## config.mk

```make
export PLATFORM = sky130hd
export DESIGN_NAME = digital_input_conditioner
export DESIGN_NICKNAME = d
export VERILOG_FILES = /design/src/hw/din_cond_pkg.sv /design/src/hw/input_channel_filter.sv /design/src/hw/digital_input_conditioner.sv
export SDC_FILE = /design/constraint.sdc
export NUM_CORES = 2
export LEC_CHECK = 0
export BUFFER_PORTS_ARGS = -buffer_cell sky130_fd_sc_hd__buf_2
export CORE_ASPECT_RATIO = 1.5
export CORE_MARGIN = 2
export CORE_UTILIZATION = 42
export CTS_BUF_LIST = sky130_fd_sc_hd__clkbuf_4
export CTS_CLUSTER_SIZE = 12
export DETAILED_ROUTE_END_ITERATION = 10
export PLACE_DENSITY = 0.65
export SKIP_LAST_GASP = 1
export SLEW_MARGIN = 10
export SYNTH_ARGS = -nofsm -noshare
export SYNTH_HDL_FRONTEND = slang
export SYNTH_SLANG_ARGS = --single-unit
```

## constraint.sdc

```tcl
create_clock -name i_clock -period 5.2 [get_ports i_clock]
set_input_delay 0.52 -clock i_clock [delete_from_list [all_inputs] [get_ports i_clock]]
set_output_delay 0.52 -clock i_clock [all_outputs]
set_load 0.01 [all_outputs]
```

## src/hw/din_cond_pkg.sv

```systemverilog
// Purpose: Shared constants for the digital input conditioner
// Assumes: 40 MHz system clock
// Notes: Register offsets are byte addresses on a 32-bit Avalon-MM slave
package din_cond_pkg;
  localparam int CLOCK_PERIOD_PS = 25000;
  localparam int MS_PS = 1000000000;
  localparam int MS_CYCLES = MS_PS / CLOCK_PERIOD_PS;
  localparam int SCAN_MS = 5;
  localparam int AC_EXTRA_MS = 30;
  localparam int DELAY_W = 21;
  localparam int COUNT_W = 22;
  localparam int MS_CNT_W = 16;
  localparam int SCAN_CNT_W = 3;
  localparam logic [7:0] OFS_STATUS = 8'h00;
  localparam logic [7:0] OFS_LOGIC = 8'h04;
  localparam logic [7:0] OFS_OUTPUT = 8'h08;
  localparam logic [7:0] OFS_POLARITY = 8'h0C;
  localparam logic [7:0] OFS_AC_MODE = 8'h10;
  localparam logic [7:0] OFS_SAMPLED = 8'h14;
  localparam logic [7:0] OFS_ACT_BASE = 8'h40;
  localparam logic [7:0] OFS_DROP_BASE = 8'h80;
  localparam logic [DELAY_W-1:0] DELAY_RESET = 21'h000000;
endpackage : din_cond_pkg

```

## src/hw/input_channel_filter.sv

```systemverilog
// Purpose: One input channel: polarity, activation and drop-off delays, AC extension
// Assumes: Ticks are one-cycle pulses from the top-level divider
// Notes: Delays count whole millisecond ticks; a zero delay acts on the next clock
`timescale 1ns/1ps
`default_nettype none
module input_channel_filter (
  input wire logic i_clock,
  input wire logic i_sys_rst,
  input wire logic i_ms_tick,
  input wire logic i_scan_tick,
  input wire logic i_raw,
  input wire logic i_polarity,
  input wire logic i_ac_en,
  input wire logic [din_cond_pkg::DELAY_W-1:0] i_act_delay,
  input wire logic [din_cond_pkg::DELAY_W-1:0] i_drop_delay,
  output logic o_sampled,
  output logic o_status
);
  localparam int COUNT_W = din_cond_pkg::COUNT_W;

  logic sampled_ff;
  logic nxt_sampled;
  logic status_ff;
  logic nxt_status;
  logic [din_cond_pkg::COUNT_W-1:0] cnt_ff;
  logic [din_cond_pkg::COUNT_W-1:0] nxt_cnt;
  logic [din_cond_pkg::COUNT_W-1:0] target;

  assign o_sampled = sampled_ff;
  assign o_status = status_ff;

  always_comb begin
    nxt_sampled = sampled_ff;
    nxt_status = status_ff;
    nxt_cnt = cnt_ff;
    if (sampled_ff) begin
      target = {1'b0, i_act_delay};
    end else begin
      target = {1'b0, i_drop_delay} + (i_ac_en ? COUNT_W'(din_cond_pkg::AC_EXTRA_MS) : '0);
    end
    if (i_scan_tick) begin
      nxt_sampled = i_raw ^ i_polarity;
    end
    if (sampled_ff == status_ff) begin
      nxt_cnt = '0;
    end else if (cnt_ff >= target) begin
      nxt_status = sampled_ff;
      nxt_cnt = '0;
    end else if (i_ms_tick) begin
      nxt_cnt = cnt_ff + 1'b1;
    end
  end

  always_ff @(posedge i_clock) begin
    if (i_sys_rst) begin
      sampled_ff <= 1'b0;
      status_ff <= 1'b0;
      cnt_ff <= '0;
    end else begin
      sampled_ff <= nxt_sampled;
      status_ff <= nxt_status;
      cnt_ff <= nxt_cnt;
    end
  end

  a_polarity_sample: assert property (@(posedge i_clock) disable iff (i_sys_rst)
    i_scan_tick |=> sampled_ff == ($past(i_raw) ^ $past(i_polarity)))
    else $error("sampled level ignores polarity");
  a_rise_waits: assert property (@(posedge i_clock) disable iff (i_sys_rst)
    $rose(status_ff) |-> $past(sampled_ff) && ($past(cnt_ff) >= {1'b0, $past(i_act_delay)}))
    else $error("status rose before activation delay");
  a_fall_waits: assert property (@(posedge i_clock) disable iff (i_sys_rst)
    $fell(status_ff) && !$past(i_ac_en) |-> $past(cnt_ff) >= {1'b0, $past(i_drop_delay)})
    else $error("status fell before drop-off delay");
  a_ac_extends: assert property (@(posedge i_clock) disable iff (i_sys_rst)
    $fell(status_ff) && $past(i_ac_en) |-> $past(cnt_ff) >= ({1'b0, $past(i_drop_delay)} + 22'h00001E))
    else $error("AC extension missing on drop-off");
  a_cancel_hold: assert property (@(posedge i_clock) disable iff (i_sys_rst)
    (sampled_ff == status_ff) |=> $stable(status_ff) && (cnt_ff == '0))
    else $error("status moved without a pending change");
endmodule : input_channel_filter
`default_nettype wire

```

## src/hw/digital_input_conditioner.sv

```systemverilog
// Purpose: Scans and conditions digital inputs, exposes them to logic and outputs
// Assumes: Inputs synchronous to i_clock; Avalon-MM master holds requests until waitrequest low
// Notes: Each access takes two cycles: waitrequest drops in the second
//
// Behaviour
// - Each input has a polarity bit; clear reports the energized level as 1, set reports it as 0.
// - The reported status rises only after the activation delay in milliseconds has passed.
// - The reported status falls only after the drop-off delay in milliseconds has passed.
// - With AC mode enabled the drop-off delay is lengthened by 30 ms.
// - Every input is sampled once per 5 ms scan, so its state updates 0 to 5 ms after a change.
// - Internal logic sees the conditioned state at the next scan, a further 0 to 5 ms later.
// - A digital output fed by an input changes one more 5 ms round after the logic state.
`timescale 1ns/1ps
`default_nettype none
module digital_input_conditioner #(
  parameter int N_INPUTS = 8,
  parameter int MS_CYCLES = din_cond_pkg::MS_CYCLES
) (
  input wire logic i_clock,
  input wire logic i_sys_rst,
  input wire logic [N_INPUTS-1:0] i_digital_input_n,
  input wire logic [7:0] i_address,
  input wire logic i_read,
  input wire logic i_write,
  input wire logic [31:0] i_writedata,
  input wire logic [3:0] i_byteenable,
  output logic [31:0] o_readdata,
  output logic o_waitrequest,
  output logic [N_INPUTS-1:0] o_status,
  output logic [N_INPUTS-1:0] o_logic_state,
  output logic [N_INPUTS-1:0] o_digital_output_n
);
  logic [din_cond_pkg::MS_CNT_W-1:0] ms_cnt_ff;
  logic [din_cond_pkg::MS_CNT_W-1:0] nxt_ms_cnt;
  logic [din_cond_pkg::SCAN_CNT_W-1:0] scan_cnt_ff;
  logic [din_cond_pkg::SCAN_CNT_W-1:0] nxt_scan_cnt;
  logic ms_tick_ff;
  logic nxt_ms_tick;
  logic scan_tick_ff;
  logic nxt_scan_tick;
  logic [N_INPUTS-1:0] logic_ff;
  logic [N_INPUTS-1:0] nxt_logic;
  logic [N_INPUTS-1:0] out_ff;
  logic [N_INPUTS-1:0] nxt_out;
  logic [N_INPUTS-1:0] sampled;

  localparam logic [din_cond_pkg::MS_CNT_W-1:0] MS_LAST = din_cond_pkg::MS_CNT_W'(MS_CYCLES - 1);
  localparam logic [din_cond_pkg::SCAN_CNT_W-1:0] SCAN_LAST =
    din_cond_pkg::SCAN_CNT_W'(din_cond_pkg::SCAN_MS - 1);

  // Millisecond and scan dividers
  always_comb begin
    nxt_ms_cnt = ms_cnt_ff + 1'b1;
    nxt_ms_tick = 1'b0;
    nxt_scan_cnt = scan_cnt_ff;
    nxt_scan_tick = 1'b0;
    if (ms_cnt_ff == MS_LAST) begin
      nxt_ms_cnt = '0;
      nxt_ms_tick = 1'b1;
      if (scan_cnt_ff == SCAN_LAST) begin
        nxt_scan_cnt = '0;
        nxt_scan_tick = 1'b1;
      end else begin
        nxt_scan_cnt = scan_cnt_ff + 1'b1;
      end
    end
  end

  always_ff @(posedge i_clock) begin
    if (i_sys_rst) begin
      ms_cnt_ff <= '0;
      scan_cnt_ff <= '0;
      ms_tick_ff <= 1'b0;
      scan_tick_ff <= 1'b0;
    end else begin
      ms_cnt_ff <= nxt_ms_cnt;
      scan_cnt_ff <= nxt_scan_cnt;
      ms_tick_ff <= nxt_ms_tick;
      scan_tick_ff <= nxt_scan_tick;
    end
  end

  // Register file
  logic [N_INPUTS-1:0] pol_ff;
  logic [N_INPUTS-1:0] nxt_pol;
  logic [N_INPUTS-1:0] ac_ff;
  logic [N_INPUTS-1:0] nxt_ac;
  logic [din_cond_pkg::DELAY_W-1:0] act_ff [N_INPUTS];
  logic [din_cond_pkg::DELAY_W-1:0] nxt_act [N_INPUTS];
  logic [din_cond_pkg::DELAY_W-1:0] drop_ff [N_INPUTS];
  logic [din_cond_pkg::DELAY_W-1:0] nxt_drop [N_INPUTS];
  logic [31:0] rdata_ff;
  logic [31:0] nxt_rdata;
  logic wait_ff;
  logic nxt_wait;
  logic req;
  logic wr_take;

  function automatic logic [31:0] merge_bytes(input logic [31:0] old_v, input logic [31:0] new_v,
                                              input logic [3:0] be);
    logic [31:0] res;
    res = old_v;
    for (int b = 0; b < 4; b++) begin
      if (be[b]) begin
        res[b*8 +: 8] = new_v[b*8 +: 8];
      end
    end
    return res;
  endfunction : merge_bytes

  assign req = i_read | i_write;
  assign wr_take = i_write & ~wait_ff;

  always_comb begin
    nxt_pol = pol_ff;
    nxt_ac = ac_ff;
    nxt_rdata = rdata_ff;
    // First cycle of a request raises the answer; the next edge completes it
    nxt_wait = ~(req & wait_ff);
    for (int k = 0; k < N_INPUTS; k++) begin
      nxt_act[k] = act_ff[k];
      nxt_drop[k] = drop_ff[k];
    end
    if (wr_take) begin
      if (i_address == din_cond_pkg::OFS_POLARITY) begin
        nxt_pol = N_INPUTS'(merge_bytes(32'(pol_ff), i_writedata, i_byteenable));
      end
      if (i_address == din_cond_pkg::OFS_AC_MODE) begin
        nxt_ac = N_INPUTS'(merge_bytes(32'(ac_ff), i_writedata, i_byteenable));
      end
      for (int k = 0; k < N_INPUTS; k++) begin
        if (i_address == din_cond_pkg::OFS_ACT_BASE + 8'(4 * k)) begin
          nxt_act[k] = din_cond_pkg::DELAY_W'(merge_bytes(32'(act_ff[k]), i_writedata, i_byteenable));
        end
        if (i_address == din_cond_pkg::OFS_DROP_BASE + 8'(4 * k)) begin
          nxt_drop[k] = din_cond_pkg::DELAY_W'(merge_bytes(32'(drop_ff[k]), i_writedata, i_byteenable));
        end
      end
    end
    if (i_read & wait_ff) begin
      nxt_rdata = 32'h00000000;
      case (i_address)
        din_cond_pkg::OFS_STATUS: nxt_rdata = 32'(o_status);
        din_cond_pkg::OFS_LOGIC: nxt_rdata = 32'(logic_ff);
        din_cond_pkg::OFS_OUTPUT: nxt_rdata = 32'(out_ff);
        din_cond_pkg::OFS_POLARITY: nxt_rdata = 32'(pol_ff);
        din_cond_pkg::OFS_AC_MODE: nxt_rdata = 32'(ac_ff);
        din_cond_pkg::OFS_SAMPLED: nxt_rdata = 32'(sampled);
        default: begin
          for (int k = 0; k < N_INPUTS; k++) begin
            if (i_address == din_cond_pkg::OFS_ACT_BASE + 8'(4 * k)) begin
              nxt_rdata = 32'(act_ff[k]);
            end
            if (i_address == din_cond_pkg::OFS_DROP_BASE + 8'(4 * k)) begin
              nxt_rdata = 32'(drop_ff[k]);
            end
          end
        end
      endcase
    end
  end

  always_ff @(posedge i_clock) begin
    if (i_sys_rst) begin
      pol_ff <= '0;
      ac_ff <= '0;
      rdata_ff <= 32'h00000000;
      wait_ff <= 1'b1;
      for (int k = 0; k < N_INPUTS; k++) begin
        act_ff[k] <= din_cond_pkg::DELAY_RESET;
        drop_ff[k] <= din_cond_pkg::DELAY_RESET;
      end
    end else begin
      pol_ff <= nxt_pol;
      ac_ff <= nxt_ac;
      rdata_ff <= nxt_rdata;
      wait_ff <= nxt_wait;
      for (int k = 0; k < N_INPUTS; k++) begin
        act_ff[k] <= nxt_act[k];
        drop_ff[k] <= nxt_drop[k];
      end
    end
  end

  assign o_readdata = rdata_ff;
  assign o_waitrequest = wait_ff;

  // Per-input conditioning
  for (genvar g = 0; g < N_INPUTS; g++) begin : g_chan
    input_channel_filter u_chan (
      .i_clock(i_clock),
      .i_sys_rst(i_sys_rst),
      .i_ms_tick(ms_tick_ff),
      .i_scan_tick(scan_tick_ff),
      .i_raw(i_digital_input_n[g]),
      .i_polarity(pol_ff[g]),
      .i_ac_en(ac_ff[g]),
      .i_act_delay(act_ff[g]),
      .i_drop_delay(drop_ff[g]),
      .o_sampled(sampled[g]),
      .o_status(o_status[g])
    );
  end

  // Logic sees status one scan later, outputs one more round after that
  always_comb begin
    nxt_logic = logic_ff;
    nxt_out = out_ff;
    if (scan_tick_ff) begin
      nxt_logic = o_status;
      nxt_out = logic_ff;
    end
  end

  always_ff @(posedge i_clock) begin
    if (i_sys_rst) begin
      logic_ff <= '0;
      out_ff <= '0;
    end else begin
      logic_ff <= nxt_logic;
      out_ff <= nxt_out;
    end
  end

  assign o_logic_state = logic_ff;
  assign o_digital_output_n = out_ff;

  a_scan_on_ms: assert property (@(posedge i_clock) disable iff (i_sys_rst)
    scan_tick_ff |-> ms_tick_ff && (scan_cnt_ff == '0) && (ms_cnt_ff == '0))
    else $error("scan tick not aligned to fifth millisecond");
  a_scan_gap: assert property (@(posedge i_clock) disable iff (i_sys_rst)
    ms_tick_ff && !scan_tick_ff |-> scan_cnt_ff != '0)
    else $error("scan counter out of step with ticks");
  a_logic_follow: assert property (@(posedge i_clock) disable iff (i_sys_rst)
    scan_tick_ff |=> logic_ff == $past(o_status))
    else $error("logic state did not take status at scan");
  a_logic_hold: assert property (@(posedge i_clock) disable iff (i_sys_rst)
    !scan_tick_ff |=> $stable(logic_ff))
    else $error("logic state changed between scans");
  a_output_round: assert property (@(posedge i_clock) disable iff (i_sys_rst)
    scan_tick_ff |=> out_ff == $past(logic_ff))
    else $error("output command skipped its extra round");
  a_output_hold: assert property (@(posedge i_clock) disable iff (i_sys_rst)
    !scan_tick_ff |=> $stable(out_ff))
    else $error("output command changed between scans");
  a_bus_answer: assert property (@(posedge i_clock) disable iff (i_sys_rst)
    req && wait_ff |=> !wait_ff ##1 wait_ff)
    else $error("bus answer not given in one cycle");
endmodule : digital_input_conditioner
`default_nettype wire

```

### Word level (Yosys, flattened, before mapping)

Memory sizes are Yosys's and may differ from the RTL's.
Index checks and enable logic that the tools add are counted.

* add/sub/neg operators: 18
* order comparisons: 8
* equality and inequality tests: 31
* muxes and demuxes: 121
* bitwise gates (word level): 39
* reductions and logical operators: 21

Operators by type and width (count)
* $mux 21: 33
* $mux 32: 15
* $mux 168: 2
* $mux 8: 32
* $pmux 32 s6: 1
* $add 21x22->22: 8
* $add 22x1->22 const B: 8
* $ge 22x22->1: 8
* $mux 22: 8
* $mux 5: 24
* $eq 8x7->1 const B: 8
* $eq 8x8->1 const B: 8
* $reduce_or 3->1: 8
* $or 1x1->1: 17
* $add 16x1->16 const B: 1
* $eq 16x16->1 const B: 1
* $eq 8x4->1 const B: 2
* $eq 8x5->1 const B: 2
* $reduce_and 2->1: 8
* $not 1->1: 11
* $eq 1x1->1: 8
* $eq 8x3->1 const B: 1
* $logic_not 8->1: 1
* $xor 1x1->1: 8
* 7 further kinds: 15

* flip-flop bits (word level): 278
* bits in writable memories: 336
* input bits: 56
* output and inout port bits: 57
* memories kept: 2

Memories
* act_ff: depth 8, width 21, rd ports 8, clocked after Yosys merged registers in 0, wr ports 8, RTL line digital_input_conditioner.sv:88 `logic [din_cond_pkg::DELAY_W-1:0] act_ff [N_INPUTS];`
* drop_ff: depth 8, width 21, rd ports 8, clocked after Yosys merged registers in 0, wr ports 8, RTL line digital_input_conditioner.sv:90 `logic [din_cond_pkg::DELAY_W-1:0] drop_ff [N_INPUTS];`

### Logic depth before layout (Yosys ltp)

* depth after elaboration: 18
* mapped depth: 19
* gate-level depth less buffers: 18

### By module

Synthesis repeated with hierarchy kept, for this count alone.

* cell total of the unflattened synthesis: 4684
* area, all modules: 36892.9 µm²

By module, submodules not included
* digital_input_conditioner: times used 1, cells an instance 2525, area an instance 19264.7 µm²
* input_channel_filter at g_chan[3].u_chan ...: times used 4, cells an instance 266, area an instance 2190.9 µm²
* input_channel_filter at g_chan[0].u_chan: times used 1, cells an instance 277, area an instance 2331.0 µm²
* input_channel_filter at g_chan[2].u_chan: times used 1, cells an instance 279, area an instance 2192.1 µm²
* input_channel_filter at g_chan[7].u_chan: times used 1, cells an instance 270, area an instance 2173.3 µm²
* input_channel_filter at g_chan[1].u_chan: times used 1, cells an instance 269, area an instance 2168.3 µm²

### Worst setup path after synthesis

OpenSTA, ideal clock, no wires.

* path type: flip-flop to flip-flop
* from: reg ac_ff[0]
* to: reg g_chan[0].u_chan.cnt_ff[1] (netlist bit)
* data arrival time: 3.971 ns
* required time: 5.135 ns
* path slack: 1.164 ns
* cell stages (with the launch flop): 19
* path buffers: 1
* period minus slack after synthesis: 4.036 ns
* cells stage by stage: dfxtp_1 > ha_1 > inv_1 > fa_1 > nor2b_1 > o21a_1 > o21ai_0 > nor3_1 > xnor2_1 > nor2_1 > a21oi_1 > ha_1 > and4_1 > a221o_1 > a221oi_1 > o221ai_1 > or3_4 > buf_2 > nor2_1

* longest elaborated chain between the ends: 5

RTL lines
* start: declaration: RTL line digital_input_conditioner.sv:86 `logic [N_INPUTS-1:0] ac_ff;`
* start signal: assignment: RTL line digital_input_conditioner.sv:175 `ac_ff <= nxt_ac;`
* $mux 5: RTL line input_channel_filter.sv:39 `target = {1'b0, i_drop_delay} + (i_ac_en ? COUNT_W'(din_cond_pkg::AC_EXTRA_MS) : '0);`
* $add 21x22->22: RTL line input_channel_filter.sv:39
* $mux 22: RTL line input_channel_filter.sv:36 `if (sampled_ff) begin`
* $ge 22x22->1: RTL line input_channel_filter.sv:46 `end else if (cnt_ff >= target) begin`
* $reduce_or 3->1 (no source line)
* end signal: assignment: RTL line input_channel_filter.sv:62 `cnt_ff <= nxt_cnt;`
* end: declaration: RTL line input_channel_filter.sv:25 `logic [din_cond_pkg::COUNT_W-1:0] cnt_ff;`

No other way between the ends.
A chain may end at the register's enable or synchronous reset.

### Final worst setup path

* from: reg ac_ff[3]
* to: reg g_chan[3].u_chan.cnt_ff[2] (netlist bit)

* longest elaborated chain between the ends: 5

RTL lines (RTL line)
* $mux 5: input_channel_filter.sv:39
* $add 21x22->22: input_channel_filter.sv:39
* $mux 22: input_channel_filter.sv:36
* $ge 22x22->1: input_channel_filter.sv:46
* $reduce_or 3->1 (no source line)
* end signal: assignment: input_channel_filter.sv:62
* end: declaration: input_channel_filter.sv:25

No other way between the ends.

==> parameters.txt <==
Parameter                              Value

Status
  Result of the run    complete, no violations

Detailed routing
  Antenna Nets Post-Route    0
  First-pass iteration count of the detailed router    9
  Number of DRC markers after the initial detailed-route iteration    3771
  Mean routed wirelength per cell    23.8 um
  Detailed-route vias per instance    5.93
  WL final    140000 um
  Total number of vias    34900
  DR DRC count    0

Worst setup path
  Worst EP arrival    5.85 ns
  Crit path required time    a little over 6 ns
  Internal reg-to-reg setup slack    0.36 ns
  Kind of end point of the critical path    flop
  Element type at the critical path start    flop
  Top fanout value on the critical path    22
  Worst-case reg-to-reg path depth    17
  Path type of the worst setup path    flop to flop

CTS
  Clock sink count    603
  Setup Buffers After CTS    0
  Insertion delay of the later-clocked pin in the worst-skew pair    1.13 ns
  Clock tree root buffer cell    sky130_fd_sc_hd__clkbuf_4
  Max Buffers Root-to-Sink    3
  TritonCTS clock tree    built
  Deepest level of the CTS H-tree    4
  Number of clock buffers inserted by TritonCTS    153
  Register clock-pin slew on the reported worst setup and hold paths    0.09 ns

Power
  Leakage power    roughly 14 nW
  PwrDens    approximately 240 mW/mm2
  Final Power    9.29 mW
  Maximum ir drop on the vdd rail    about 0.18 mV

Placed design
  Count of buffers inserted at the top-level ports    89
  Detail Placement HPWL    99400 um
  Number of placed instances with taps included    5573
  Setup slack at placement    just under 0.4 ns
  Routability cong.    1.04

STA
  Fmax achieved    207 MHz
  Share of the cycle needed by the critical path after routing    0.930
  Fin worst setup slack    about 0.36 ns
  Layout Skew    0.0686 ns
  Max transition margin    0.113
  Count of endpoints failing setup in the final report    0
  Setup repair after global routing missed its margin    no
  Total negative slack for setup checks    0 ns
  Shortest period the worst path allows    slightly below 5 ns
  Max-slew violations    0
  Slew of the pin with the lowest slew margin    1.32 ns
  Hold Violations, Final    0

Floorplanning
  Die span in y    361 um
  Initial cell density of the core    0.424
  Area of the core    0.0839 mm2
  Placement Rows    130
  Count of pins on the block boundary    ~110
  Die Outline Area    0.0872 mm2
  DIE WIDTH    roughly 240 um

Global route
  Via count of the first global-routing pass    between 30000 and 40000
  Antenna violations before repair    12
  First-pass GRT wire length    206000 um
  Global-route congestion overflow total    0
  Tot GR Track Use    0.314
  Largest net degree at the start of global routing    161

Logic synthesis
  Area of the mapped netlist    0.0356 mm2
  Share of synthesized area occupied by flip-flops and latches    0.339
  Post-synth EDFFs    0
  Synthesized area per cell    approximately 8 um2
  Count of unique library cells instantiated by Yosys    86
  Number of synthesized register bits    ~600
  Dominant register cell in the synthesized netlist    sky130_fd_sc_hd__dfxtp_1
  Count of yosys warnings during synthesis    0
  Fraction of synthesis flops using an asynchronous set or reset pin    0
  Syn Inst Count    about 4600

Layout
  Final standard cell utilization of the core    0.466
  Growth of design area from synthesis to finish    9.82%
  Layout cells sized above 1    0.0950
  Most used cells in the layout excluding fill and tap cells    sky130_fd_sc_hd__nand2_1 (798), sky130_fd_sc_hd__dfxtp_1 (601), sky130_fd_sc_hd__a21oi_1 (525)
  Most common cell after layout, fill and taps aside    sky130_fd_sc_hd__nand2_1
  Final cell count without fillers    5889
  Nets    4925

Flow run
  Max-cap viol count    0

Worst hold path
  Worst hold stages    5
  Tightest Hold Check Type    primary input to flop
report_power, final:
group / internal (mW) / switching [mW]
combinational: 0.0965 / 0.366
clock: 2.07 / 2.12
sequential: 4.62 / 0.00836
repair_timing:
action | CTS | global route
hold buffers | 36 | 0
resized for setup | 0 | 1
endpoints found under the setup margin | 0 | 17
hold endpoints to repair | 361 | 0
flip-flops by register name, indices dropped and copies added (netlist names):
register	flops
g_chan.u_chan.cnt_ff	176
act_ff	168
drop_ff	168
o_readdata	21
ms_cnt_ff	16
ac_ff	8
g_chan.u_chan.o_sampled	8
g_chan.u_chan.o_status	8
o_digital_output_n	8
o_logic_state	8
pol_ff	8
scan_cnt_ff	3
ms_tick_ff	1
o_waitrequest	1
scan_tick_ff	1
worst max-delay path: stages (launching register included):
cell	delay [ns]
sky130_fd_sc_hd__dfxtp_1	0.52
sky130_fd_sc_hd__ha_1	0.23
sky130_fd_sc_hd__inv_1	0.05
sky130_fd_sc_hd__fa_1	0.37
sky130_fd_sc_hd__nor2b_1	0.16
sky130_fd_sc_hd__o21a_1	0.15
sky130_fd_sc_hd__o21ai_1	0.19
sky130_fd_sc_hd__nor3_1	0.44
sky130_fd_sc_hd__nand3_1	0.15
sky130_fd_sc_hd__xnor2_1	0.18
sky130_fd_sc_hd__mux2i_1	0.11
sky130_fd_sc_hd__ha_1	0.31
sky130_fd_sc_hd__a21o_1	0.16
sky130_fd_sc_hd__a211o_1	0.30
sky130_fd_sc_hd__a2111oi_0	0.32
sky130_fd_sc_hd__a31oi_1	0.18
sky130_fd_sc_hd__or3_1	0.71
sky130_fd_sc_hd__nor2_1	0.22
synth_stat cells, types with 10 or more instances:
| library cell | n | share of area |
|---|---|---|
| sky130_fd_sc_hd__a21o_1 | 59 | 0.012 |
| sky130_fd_sc_hd__nand2b_1 | 12 | 0.0021 |
| sky130_fd_sc_hd__nor4_1 | 20 | 0.0035 |
| sky130_fd_sc_hd__o211ai_1 | 22 | 0.0046 |
| sky130_fd_sc_hd__a21oi_1 | 525 | 0.074 |
| sky130_fd_sc_hd__inv_1 | 92 | 0.0097 |
| sky130_fd_sc_hd__o21a_1 | 15 | 0.0032 |
| sky130_fd_sc_hd__o22ai_1 | 33 | 0.0058 |
| sky130_fd_sc_hd__nand4_1 | 68 | 0.012 |
| sky130_fd_sc_hd__a221o_1 | 13 | 0.0037 |
| sky130_fd_sc_hd__buf_1 | 49 | 0.0052 |
| sky130_fd_sc_hd__nand2_1 | 799 | 0.084 |
| sky130_fd_sc_hd__and4_1 | 18 | 0.0044 |
| sky130_fd_sc_hd__clkbuf_1 | 156 | 0.016 |
| sky130_fd_sc_hd__a22oi_1 | 58 | 0.012 |
| sky130_fd_sc_hd__nor3_1 | 66 | 0.0093 |
| sky130_fd_sc_hd__o221ai_1 | 28 | 0.0069 |
| sky130_fd_sc_hd__or3_1 | 24 | 0.0042 |
| sky130_fd_sc_hd__mux2i_1 | 152 | 0.043 |
| sky130_fd_sc_hd__xnor2_1 | 136 | 0.033 |
| sky130_fd_sc_hd__o21ai_1 | 16 | 0.0022 |
| sky130_fd_sc_hd__o22a_1 | 14 | 0.0034 |
| sky130_fd_sc_hd__and2_1 | 11 | 0.0019 |
| sky130_fd_sc_hd__nor3_2 | 10 | 0.0028 |
| sky130_fd_sc_hd__buf_2 | 49 | 0.0069 |
| sky130_fd_sc_hd__o21ai_0 | 185 | 0.026 |
| sky130_fd_sc_hd__dfxtp_1 | 603 | 0.34 |
| sky130_fd_sc_hd__nand3_1 | 136 | 0.019 |
| sky130_fd_sc_hd__a211oi_1 | 30 | 0.0063 |
| sky130_fd_sc_hd__buf_4 | 23 | 0.0048 |
| sky130_fd_sc_hd__a31oi_1 | 19 | 0.0033 |
| sky130_fd_sc_hd__nor2b_1 | 39 | 0.0068 |
| sky130_fd_sc_hd__xor2_1 | 183 | 0.045 |
| sky130_fd_sc_hd__and3_1 | 46 | 0.0081 |
| sky130_fd_sc_hd__ha_1 | 219 | 0.077 |
| sky130_fd_sc_hd__nor2_1 | 486 | 0.051 |
stage by stage:
stage | hold WS [ns] | instance area (um2)
after floorplan | 0.426 | 35700
after detailed placement | 0.429 | 36800
after global placement | 0.424 | 36800
after CTS | 0.0362 | 39100
after global routing | 0.0976 | 39100
final | 0.150 | 39100
layer usage:
metal,GRT usage,wire length (um),up-vias,share of wire
met5,0,57,-,0.00041
met4,0.316,16200,8,0.12
met3,0.0735,11800,655,0.084
met2,0.503,63300,1782,0.45
met1,0.333,48900,16200,0.35
li1,-,-,16200,-
layout make-up:
type                    count  area, um2
clock buffers             216       1620
multi-input cells        3604      22100
repair buffers            188       1300
diodes                     10       25.0
well taps                1122       1400
inverters                  92        345
clock inverters            54        292
flip-flops and latches    603      12100
fillers                  8557      44800
path summary, 6_finish.rpt:
path,from,to
setup reg to reg,ac_ff[3],g_chan[3].u_chan.cnt_ff[2]
hold / removal,i_byteenable[0],act_ff[1][21]
setup / recovery,ac_ff[3],g_chan[3].u_chan.cnt_ff[2]
hold reg to reg,o_readdata[18],o_readdata[18]
cells by family (layout without fill, tap and decap cells):
kind of cell | Yosys count | after routing | synth area share
buf+inv | 374 | 550 | 0.0446
compound gates | 1104 | 1104 | 0.187
flops | 603 | 603 | 0.339
mux | 163 | 163 | 0.0468
other cells | 1 | 21 | 0.000105
fa+ha+maj | 227 | 227 | 0.0814
xor+xnor | 319 | 319 | 0.0784
simple gates | 1780 | 1780 | 0.223
Power figures use the tool's default switching activity.
